## config.mk

```make
export PLATFORM = sky130hd
export DESIGN_NAME = dog_timer_core
export DESIGN_NICKNAME = d
export VERILOG_FILES = /design/src/hdl/dog_timer_pkg.sv /design/src/hdl/dog_presc_if.sv /design/src/hdl/dog_prescaler.sv /design/src/hdl/dog_timer_core.sv
export SDC_FILE = /design/constraint.sdc
export NUM_CORES = 1
export LEC_CHECK = 0
export ABC_AREA = 0
export BUFFER_PORTS_ARGS = -buffer_cell sky130_fd_sc_hd__clkbuf_2
export CAP_MARGIN = 25
export CORE_MARGIN = 2
export CORE_UTILIZATION = 50
export DETAILED_ROUTE_END_ITERATION = 8
export PLACE_DENSITY = 0.75
export SLEW_MARGIN = 25
export SYNTH_ARGS = -nofsm -noshare
export SYNTH_HDL_FRONTEND = slang
export SYNTH_SLANG_ARGS = --single-unit
```

## constraint.sdc

```tcl
create_clock -name core_clk -period 1.9 [get_ports core_clk]
set_input_delay 0.095 -clock core_clk [delete_from_list [all_inputs] [get_ports core_clk]]
set_output_delay 0.095 -clock core_clk [all_outputs]
set_load 0.01 [all_outputs]
```

## src/hdl/dog_timer_pkg.sv

```systemverilog
// Shared constants and types of the watchdog timer core
// Summary of operation
// Underflow with reset enabled resets system
// Only power-on reset reinitialises watchdog logic
// Config bit 7 enables reset on underflow
// Counter runs after any reset
// Control bit 2 runs counter, resets set
// Watchdog mode: writes need feed before use
// Timer mode underflow may raise interrupt
// Enable clear: no reset, safety ignored
// Enable only: software picks clock source
// Both set: clock select forced to oscillator
// Both set: control, reload written once
// Both set: run control held at one
// 13-bit prescaler tap decrements 8-bit counter
// Prescaler clocked by peripheral or oscillator
// Clock source switch takes effect later
// Watchdog reset lasts one watchdog clock; the core holds it for RST_HOLD_TICKS (two) ticks of the selected source
// Restart at once or after oscillator stable
// Software feeds A5 then 5A, no writes between
// Incorrect feed resets immediately
// Underflow sets timeout flag
// Timer mode copies control every cycle
// Tap field selects power-of-two division
// Feed reloads counter, clears flag in watchdog mode
package dog_timer_pkg;
    localparam int            PRESC_W        = 13;
    localparam int            TAP_BASE       = 5;
    localparam logic [7:0]    FEED_FIRST_KEY = 8'hA5;
    localparam logic [7:0]    FEED_SECOND_KEY = 8'h5A;
    localparam int            CFG_RESET_EN_BIT = 7;
    localparam int            CFG_SAFETY_BIT = 4;
    localparam int            IRQ_EN_BIT     = 6;
    localparam int            CTRL_TAP_LSB   = 5;
    localparam int            CTRL_RUN_BIT   = 2;
    localparam int            CTRL_FLAG_BIT  = 1;
    localparam int            CTRL_SEL_BIT   = 0;
    localparam logic [7:0]    CTRL_RST_VAL   = 8'hE5;
    localparam logic [7:0]    RELOAD_RST_VAL = 8'hFF;
    localparam logic [7:0]    COUNT_RST_VAL  = 8'hFF;
    localparam logic [1:0]    RST_HOLD_TICKS = 2'h2;

    typedef enum logic [1:0] {
        ST_IDLE  = 2'h0,
        ST_ARMED = 2'h1,
        ST_HALF  = 2'h3,
        ST_RST   = 2'h2
    } feed_state_t;
endpackage

```

## src/hdl/dog_presc_if.sv

```systemverilog
// Link between the watchdog core and its prescaler
`timescale 1ns/1ps
`default_nettype none
interface dog_presc_if;
    logic       src_sel;
    logic [2:0] tap;
    logic       run;
    logic       clr;
    logic       tick;
    logic       src_tick;
    modport core  (output src_sel, output tap, output run, output clr, input tick, input src_tick);
    modport presc (input src_sel, input tap, input run, input clr, output tick, output src_tick);
endinterface
`default_nettype wire

```

## src/hdl/dog_prescaler.sv

```systemverilog
// Prescaler with clock source selection and tap select
`timescale 1ns/1ps
`default_nettype none
module dog_prescaler
    import dog_timer_pkg::*;
(
    // Clock and power-on reset
    input  wire logic   core_clk,
    input  wire logic   nrst,
    // Watchdog oscillator pin
    input  wire logic   wdosc_in,
    // Core side
    dog_presc_if.presc  pif
);
    typedef struct packed {
        logic [2:0]         osc_sync;
        logic [1:0]         sel_pipe;
        logic [PRESC_W-1:0] presc;
        logic               tick;
        logic               src_tick;
    } presc_t;

    localparam presc_t PRESC_RST = '0;

    presc_t              st_ff;
    presc_t              nxt_st;
    logic [PRESC_W-1:0]  tap_mask;
    logic [3:0]          tap_idx;

    assign tap_idx = 4'(TAP_BASE) + {1'b0, pif.tap};

    // Division by two to the power of tap index plus one
    genvar gi;
    generate
        for (gi = 0; gi < PRESC_W; gi++) begin : g_mask
            assign tap_mask[gi] = (4'(gi) <= tap_idx);
        end
    endgenerate

    always_comb begin
        logic src_en;
        src_en = 1'b0;
        nxt_st = st_ff;
        nxt_st.osc_sync = {st_ff.osc_sync[1:0], wdosc_in};
        // Selection settles two cycles late, glitch-free switching
        nxt_st.sel_pipe = {st_ff.sel_pipe[0], pif.src_sel};
        src_en = st_ff.sel_pipe[1] ? (st_ff.osc_sync[1] & ~st_ff.osc_sync[2]) : 1'b1;
        nxt_st.src_tick = src_en;
        nxt_st.tick = 1'b0;
        if (pif.clr) begin
            nxt_st.presc = '0;
        end else if (pif.run && src_en) begin
            nxt_st.presc = st_ff.presc + 1'b1;
            nxt_st.tick = &(st_ff.presc | ~tap_mask);
        end
    end

    always_ff @(posedge core_clk or negedge nrst) begin
        if (!nrst) begin
            st_ff <= PRESC_RST;
        end else begin
            st_ff <= nxt_st;
        end
    end

    assign pif.tick     = st_ff.tick;
    assign pif.src_tick = st_ff.src_tick;
endmodule
`default_nettype wire

```

## src/hdl/dog_timer_core.sv

```systemverilog
// Watchdog timer core: feed sequencing, down counter, reset generation
`timescale 1ns/1ps
`default_nettype none
module dog_timer_core
    import dog_timer_pkg::*;
(
    // Clock and power-on reset
    input  wire logic       core_clk,
    input  wire logic       nrst,
    // Configuration
    input  wire logic [7:0] user_config_byte,
    input  wire logic [7:0] interrupt_enable_reg,
    // Software writes
    input  wire logic       ctrl_wr,
    input  wire logic       reload_wr,
    input  wire logic       feed_first_wr,
    input  wire logic       feed_second_wr,
    input  wire logic       other_wr,
    input  wire logic [7:0] wr_data,
    // Oscillator and power state
    input  wire logic       wdosc_in,
    input  wire logic       power_down,
    input  wire logic       osc_stable,
    // Status and reset
    output logic            wd_reset,
    output logic            timer_irq,
    output logic            timeout_flag,
    output logic [7:0]      count_value,
    output logic [7:0]      ctrl_readback,
    output logic            cpu_run,
    output logic            osc_start_req
);
    typedef struct packed {
        feed_state_t state;
        logic [7:0]  ctrl_reg;
        logic [7:0]  reload_reg;
        logic [7:0]  shadow_ctrl;
        logic [7:0]  count;
        logic [7:0]  ctrl_rd;
        logic        flag;
        logic        ctrl_once;
        logic        reload_once;
        logic        wd_reset;
        logic        irq;
        logic        cpu_run;
        logic        osc_start;
        logic        pd_seen;
        logic [1:0]  hold_cnt;
        logic [1:0]  stab_sync;
    } core_t;

    localparam core_t CORE_RST = '{
        state:       ST_IDLE,
        ctrl_reg:    CTRL_RST_VAL,
        reload_reg:  RELOAD_RST_VAL,
        shadow_ctrl: CTRL_RST_VAL,
        count:       COUNT_RST_VAL,
        ctrl_rd:     CTRL_RST_VAL,
        flag:        1'b0,
        ctrl_once:   1'b0,
        reload_once: 1'b0,
        wd_reset:    1'b0,
        irq:         1'b0,
        cpu_run:     1'b1,
        osc_start:   1'b0,
        pd_seen:     1'b0,
        hold_cnt:    2'h0,
        stab_sync:   2'h0
    };

    core_t        st_ff;
    core_t        nxt_st;
    logic         reset_en;
    logic         safety;
    logic         eff_run;
    logic         eff_sel;
    logic         any_wr;
    logic         feed_ok;
    logic         feed_bad;
    logic         underflow;

    dog_presc_if pif ();

    dog_prescaler u_presc (
        .core_clk (core_clk),
        .nrst     (nrst),
        .wdosc_in (wdosc_in),
        .pif      (pif)
    );

    assign reset_en = user_config_byte[CFG_RESET_EN_BIT];
    assign safety   = reset_en & user_config_byte[CFG_SAFETY_BIT];
    assign eff_run  = safety | st_ff.shadow_ctrl[CTRL_RUN_BIT];
    assign eff_sel  = safety | st_ff.shadow_ctrl[CTRL_SEL_BIT];
    assign any_wr   = ctrl_wr | reload_wr | feed_first_wr | feed_second_wr | other_wr;
    assign underflow = pif.tick && eff_run && st_ff.state != ST_RST && st_ff.count == 8'h00;

    assign pif.src_sel = eff_sel;
    assign pif.tap     = st_ff.shadow_ctrl[CTRL_TAP_LSB +: 3];
    assign pif.run     = eff_run && st_ff.state != ST_RST;
    assign pif.clr     = feed_ok || st_ff.state == ST_RST;

    // Feed sequence decoding
    always_comb begin
        feed_ok  = 1'b0;
        feed_bad = 1'b0;
        unique case (st_ff.state)
            ST_IDLE: begin
                feed_bad = (feed_first_wr && wr_data != FEED_FIRST_KEY) || feed_second_wr;
            end
            ST_ARMED: begin
                // Any write but the first feed byte breaks the pending feed
                feed_bad = feed_first_wr ? (wr_data != FEED_FIRST_KEY) : any_wr;
            end
            ST_HALF: begin
                feed_ok  = feed_second_wr && wr_data == FEED_SECOND_KEY;
                feed_bad = feed_second_wr ? (wr_data != FEED_SECOND_KEY) : any_wr;
            end
            ST_RST: begin
                feed_ok  = 1'b0;
                feed_bad = 1'b0;
            end
        endcase
    end

    always_comb begin
        nxt_st = st_ff;
        nxt_st.stab_sync = {st_ff.stab_sync[0], osc_stable};

        // Software copies, locked after one write under safety
        if (ctrl_wr && !(safety && st_ff.ctrl_once)) begin
            nxt_st.ctrl_reg = wr_data;
            nxt_st.ctrl_once = 1'b1;
            if (!wr_data[CTRL_FLAG_BIT]) begin
                nxt_st.flag = 1'b0;
            end
        end
        if (reload_wr && !(safety && st_ff.reload_once)) begin
            nxt_st.reload_reg = wr_data;
            nxt_st.reload_once = 1'b1;
        end

        // Timer mode takes control straight through
        if (!reset_en) begin
            nxt_st.shadow_ctrl = st_ff.ctrl_reg;
        end

        unique case (st_ff.state)
            ST_IDLE: begin
                if (feed_first_wr && !feed_bad) begin
                    nxt_st.state = ST_HALF;
                end else if ((ctrl_wr || reload_wr) && reset_en) begin
                    nxt_st.state = ST_ARMED;
                end
            end
            ST_ARMED: begin
                if (feed_first_wr && !feed_bad) begin
                    nxt_st.state = ST_HALF;
                end
            end
            ST_HALF: begin
                if (feed_ok) begin
                    nxt_st.state = ST_IDLE;
                end
            end
            ST_RST: begin
                if (pif.src_tick) begin
                    nxt_st.hold_cnt = st_ff.hold_cnt + 2'h1;
                end
                // Held over whole cycles of the selected watchdog clock
                if (pif.src_tick && st_ff.hold_cnt == RST_HOLD_TICKS - 2'h1) begin
                    nxt_st.state = ST_IDLE;
                    nxt_st.wd_reset = 1'b0;
                    nxt_st.ctrl_reg[CTRL_RUN_BIT] = 1'b1;
                    nxt_st.shadow_ctrl[CTRL_RUN_BIT] = 1'b1;
                    nxt_st.osc_start = st_ff.pd_seen;
                    nxt_st.cpu_run = !st_ff.pd_seen;
                end
            end
        endcase

        if (feed_ok) begin
            nxt_st.count = st_ff.reload_reg;
            if (reset_en) begin
                nxt_st.shadow_ctrl = st_ff.ctrl_reg;
                nxt_st.flag = 1'b0;
            end
        end else if (pif.tick && eff_run && st_ff.state != ST_RST) begin
            nxt_st.count = st_ff.count - 8'h01;
        end

        // Waiting for the oscillator after a reset out of power-down
        if (st_ff.osc_start && st_ff.stab_sync[1]) begin
            nxt_st.osc_start = 1'b0;
            nxt_st.cpu_run = 1'b1;
        end

        // Set wins over any clear in the same cycle
        if (underflow) begin
            nxt_st.flag = 1'b1;
        end

        // Reset sources, gated by the enable bit
        if (reset_en && (underflow || feed_bad) && st_ff.state != ST_RST) begin
            nxt_st.state = ST_RST;
            nxt_st.wd_reset = 1'b1;
            nxt_st.hold_cnt = 2'h0;
            nxt_st.cpu_run = 1'b0;
            nxt_st.osc_start = 1'b0;
            nxt_st.pd_seen = power_down;
        end else if (!reset_en && feed_bad) begin
            nxt_st.state = ST_IDLE;
        end

        nxt_st.irq = nxt_st.flag && !reset_en && interrupt_enable_reg[IRQ_EN_BIT];
        nxt_st.ctrl_rd = {nxt_st.ctrl_reg[7:5], 2'b00, nxt_st.ctrl_reg[CTRL_RUN_BIT] | safety,
                          nxt_st.flag, nxt_st.ctrl_reg[CTRL_SEL_BIT] | safety};
    end

    // Only the power-on reset clears this state
    always_ff @(posedge core_clk or negedge nrst) begin
        if (!nrst) begin
            st_ff <= CORE_RST;
        end else begin
            st_ff <= nxt_st;
        end
    end

    assign wd_reset      = st_ff.wd_reset;
    assign timer_irq     = st_ff.irq;
    assign timeout_flag  = st_ff.flag;
    assign count_value   = st_ff.count;
    assign ctrl_readback = st_ff.ctrl_rd;
    assign cpu_run       = st_ff.cpu_run;
    assign osc_start_req = st_ff.osc_start;
endmodule
`default_nettype wire

```

==> results by group <==
Global route
  • Vias in the first global route: 2425
  • Global-route wire length before repair: approximately 12000 um
  • Total grt overflow: 0
  • Aggregate global-route resource usage: between 20% and 30%
  • Initial antenna violation count: 0
  • Largest net degree at the start of global routing: 25

Placement
  • Cell Area, Placed: around 3500 um2
  • Port Buffer Count: 39
  • Dpl hpwl: roughly 4700 um
  • Routability Congestion: 0.838
  • Place WS: -27.3 ps

STA
  • Tcrit/Tclk final: 103%
  • Final Hold Viols: 0
  • Setup violators final: 2
  • F_max: ~0.5 GHz
  • Hold Slack: 11.7 ps
  • Layout Skew: 10.0 ps
  • Final Max Tran Viols: 0
  • RSZ-0062 raised after global routing: true
  • Crit path time final: between 1500 and 2000 ps
  • Worst setup margin: -51.6 ps

Power
  • PwrDens: between 900 and 1000 nW/um2
  • Power, Total: between 3 and 4 mW
  • Worst vdd ir: 0.474 mV
  • LEAKAGE: 1.64 nW

Worst setup path
  • Setup crit start kind: flip-flop
  • Arr. time, crit path: around 2200 ps
  • Crit Path Category: reg -> reg
  • Crit. End Element: flip-flop
  • Crit path max fanout: 2
  • Worst R2R Setup Slack: -50 ps
  • Critical Path RT: 2130 ps

Clock network
  • Longest Clk Path Bufs: 2
  • CTS clk-pin slew, worst paths: 70 ps
  • CTS Buf Count: 9
  • CTS tree: yes
  • Htree depth: 3
  • Worst skew pair latency: between 300 and 400 ps
  • Clock root cell: clkbuf_8
  • Clock sinks: between 60 and 70

Run
  • MaxCap Viol Count: 0

Floorplanning
  • Die X: 84.0 um
  • Starting Density: between 50% and 60%
  • Row Count: 29
  • Core area: between 6000 and 7000 um2
  • Die Y: between 80 and 90 um
  • Die Area: 7050 um2
  • I/O pin cnt: 55

Finish
  • Share of cells above drive strength 1: between 30% and 40%
  • Post-route cell area: between 3000 and 4000 um2
  • Ant diodes: 0
  • Final core utilization: about three fifths
  • Final nets: between 400 and 500
  • Fillers: around 530
  • P&R area growth vs syn: 18.7%

Run status
  • Failing checks: negative setup slack
  • Status: finished with violations

Logic synthesis
  • Cells after synthesis: just over 300
  • Synth area leader: dfrtp_1
  • Most common cell in the netlist: dfrtp_1
  • Top cells by area, synth: dfrtp_1 26%, dfstp_2 24%, mux2_2 4.9%
  • Mapped cell area: around 3200 um2
  • Top_reg_cell synth: dfrtp_1
  • Post-synth top area share: between 20 and 30%
  • Register area share after synthesis: just under 50%
  • Post-synthesis cell type count: 54
  • Fraction of registers with async set/reset: 100%
  • Post-synth EDFFs: 0
  • FF+latch count, synth: 62
  • Commonest cells in the netlist: 33 x dfrtp_1, 29 x dfstp_2, 26 x nand2_1
  • Yosys warnings: 0
  • Avg Cell Area, Syn: roughly 11 um2

Detailed routing
  • DR WL/cell: ~15 um
  • DR pass1 iterations: 5
  • Via/cell ratio: between 5 and 6
  • Vias: approximately 2400
  • Drc violations: 0
  • DRT Wirelength: 6660 um
  • Iter 0 DRT Violations: around 140
  • DRT antenna net count: 0

Hold path
  • Hold Crit Class: in -> reg
## cells in the final DEF (no fill, tap or decap), types with 5 or more instances in the layout
cell / count
clkbuf_2: 39
dfrtp_1: 33
dfstp_2: 29
nand2_1: 26
buf_4: 21
nor2_1: 19
o21ai_0: 18
mux2_2: 14
nand3_1: 11
inv_1: 10
nand2b_1: 9
xnor2_1: 9
clkbuf_8: 9
nor3_1: 8
xor2_1: 8
a21oi_1: 7
dlygate4sd3_1: 6
ha_1: 5
## cell type report
cell class	count	area, um2	area share, %
clock buffer	12	135	3.56
clock inverter	4	47.5	1.25
inverter	10	37.5	0.989
multi-input combinational	211	1480	39.0
sequential	62	1590	41.8
tap	77	96.3	2.54
timing repair buffer	66	413	10.9
## kinds of logic (layout without fill, tap and decap cells)
logic type	after synthesis	in the layout	share of synthesized area, %
muxes	19	19	6.65
xor gates and xnor gates	17	17	4.65
other	1	2	0.117
and+or+nand+nor	114	114	19.8
DFF	62	62	49.6
adders and majority gates	7	7	2.74
AOI/OAI and AO/OA	52	52	10.6
buffers and inverters	32	92	5.75
## repair_timing
item	in CTS	in global routing
pin swaps	0	2
gates resized for setup	2	7
hold endpoints to repair	22	0
hold buffers	6	0
setup buffers	2	2
endpoints found under the setup margin	7	9
## per-stage QoR
step | cells | setup TNS [ps]
floorplan | 305 | -34.1
global placement | 416 | -2.60
detailed placement | 416 | -35.2
CTS | 440 | -152
global route | 442 | -449
finish | 442 | -66.5
## report_power, final
group	total [mW]	switching, mW	internal, mW
registers	1.72	0.151	1.57
logic	0.969	0.530	0.439
clock network	1.10	0.500	0.603
## flip-flops by register name, indices dropped and copies added, names as in the netlist
name                  flops
st_ff                    20
u_presc.st_ff            15
count_value               8
ctrl_readback             6
pif.tap                   3
u_presc.nxt_st            3
cpu_run                   1
nxt_st                    1
osc_start_req             1
timer_irq                 1
u_presc.pif.src_tick      1
u_presc.pif.tick          1
wd_reset                  1
## routing by layer
metal	up-vias	GRT usage, %	part of all wire [%]
li1	1171	-	-
met1	1185	28.0	45
met2	71	32.4	48
met3	13	4.15	5.0
met4	0	9.24	1.5
met5	-	0	0
## worst max-delay path, stage by stage (launching register included)
cell and delay, ps:
dfstp_2 370, or3_4 380, or3_4 360, nor4_4 190, a221o_2 250, mux2_4 300
## worst paths after layout
path | from | cells past startpoint | to
setup / recovery | count_value[3] | 5 | st_ff[4]
setup reg to reg | count_value[3] | 5 | st_ff[4]
hold reg to reg | u_presc.nxt_st[18] | 0 | u_presc.nxt_st[19]
hold / removal | reload_wr | 2 | st_ff[9]
max in group asynchronous | nrst | 3 | st_ff[43]
min in group asynchronous | nrst | 2 | u_presc.st_ff[9]
No activity file was read; power rests on OpenSTA's default activity.
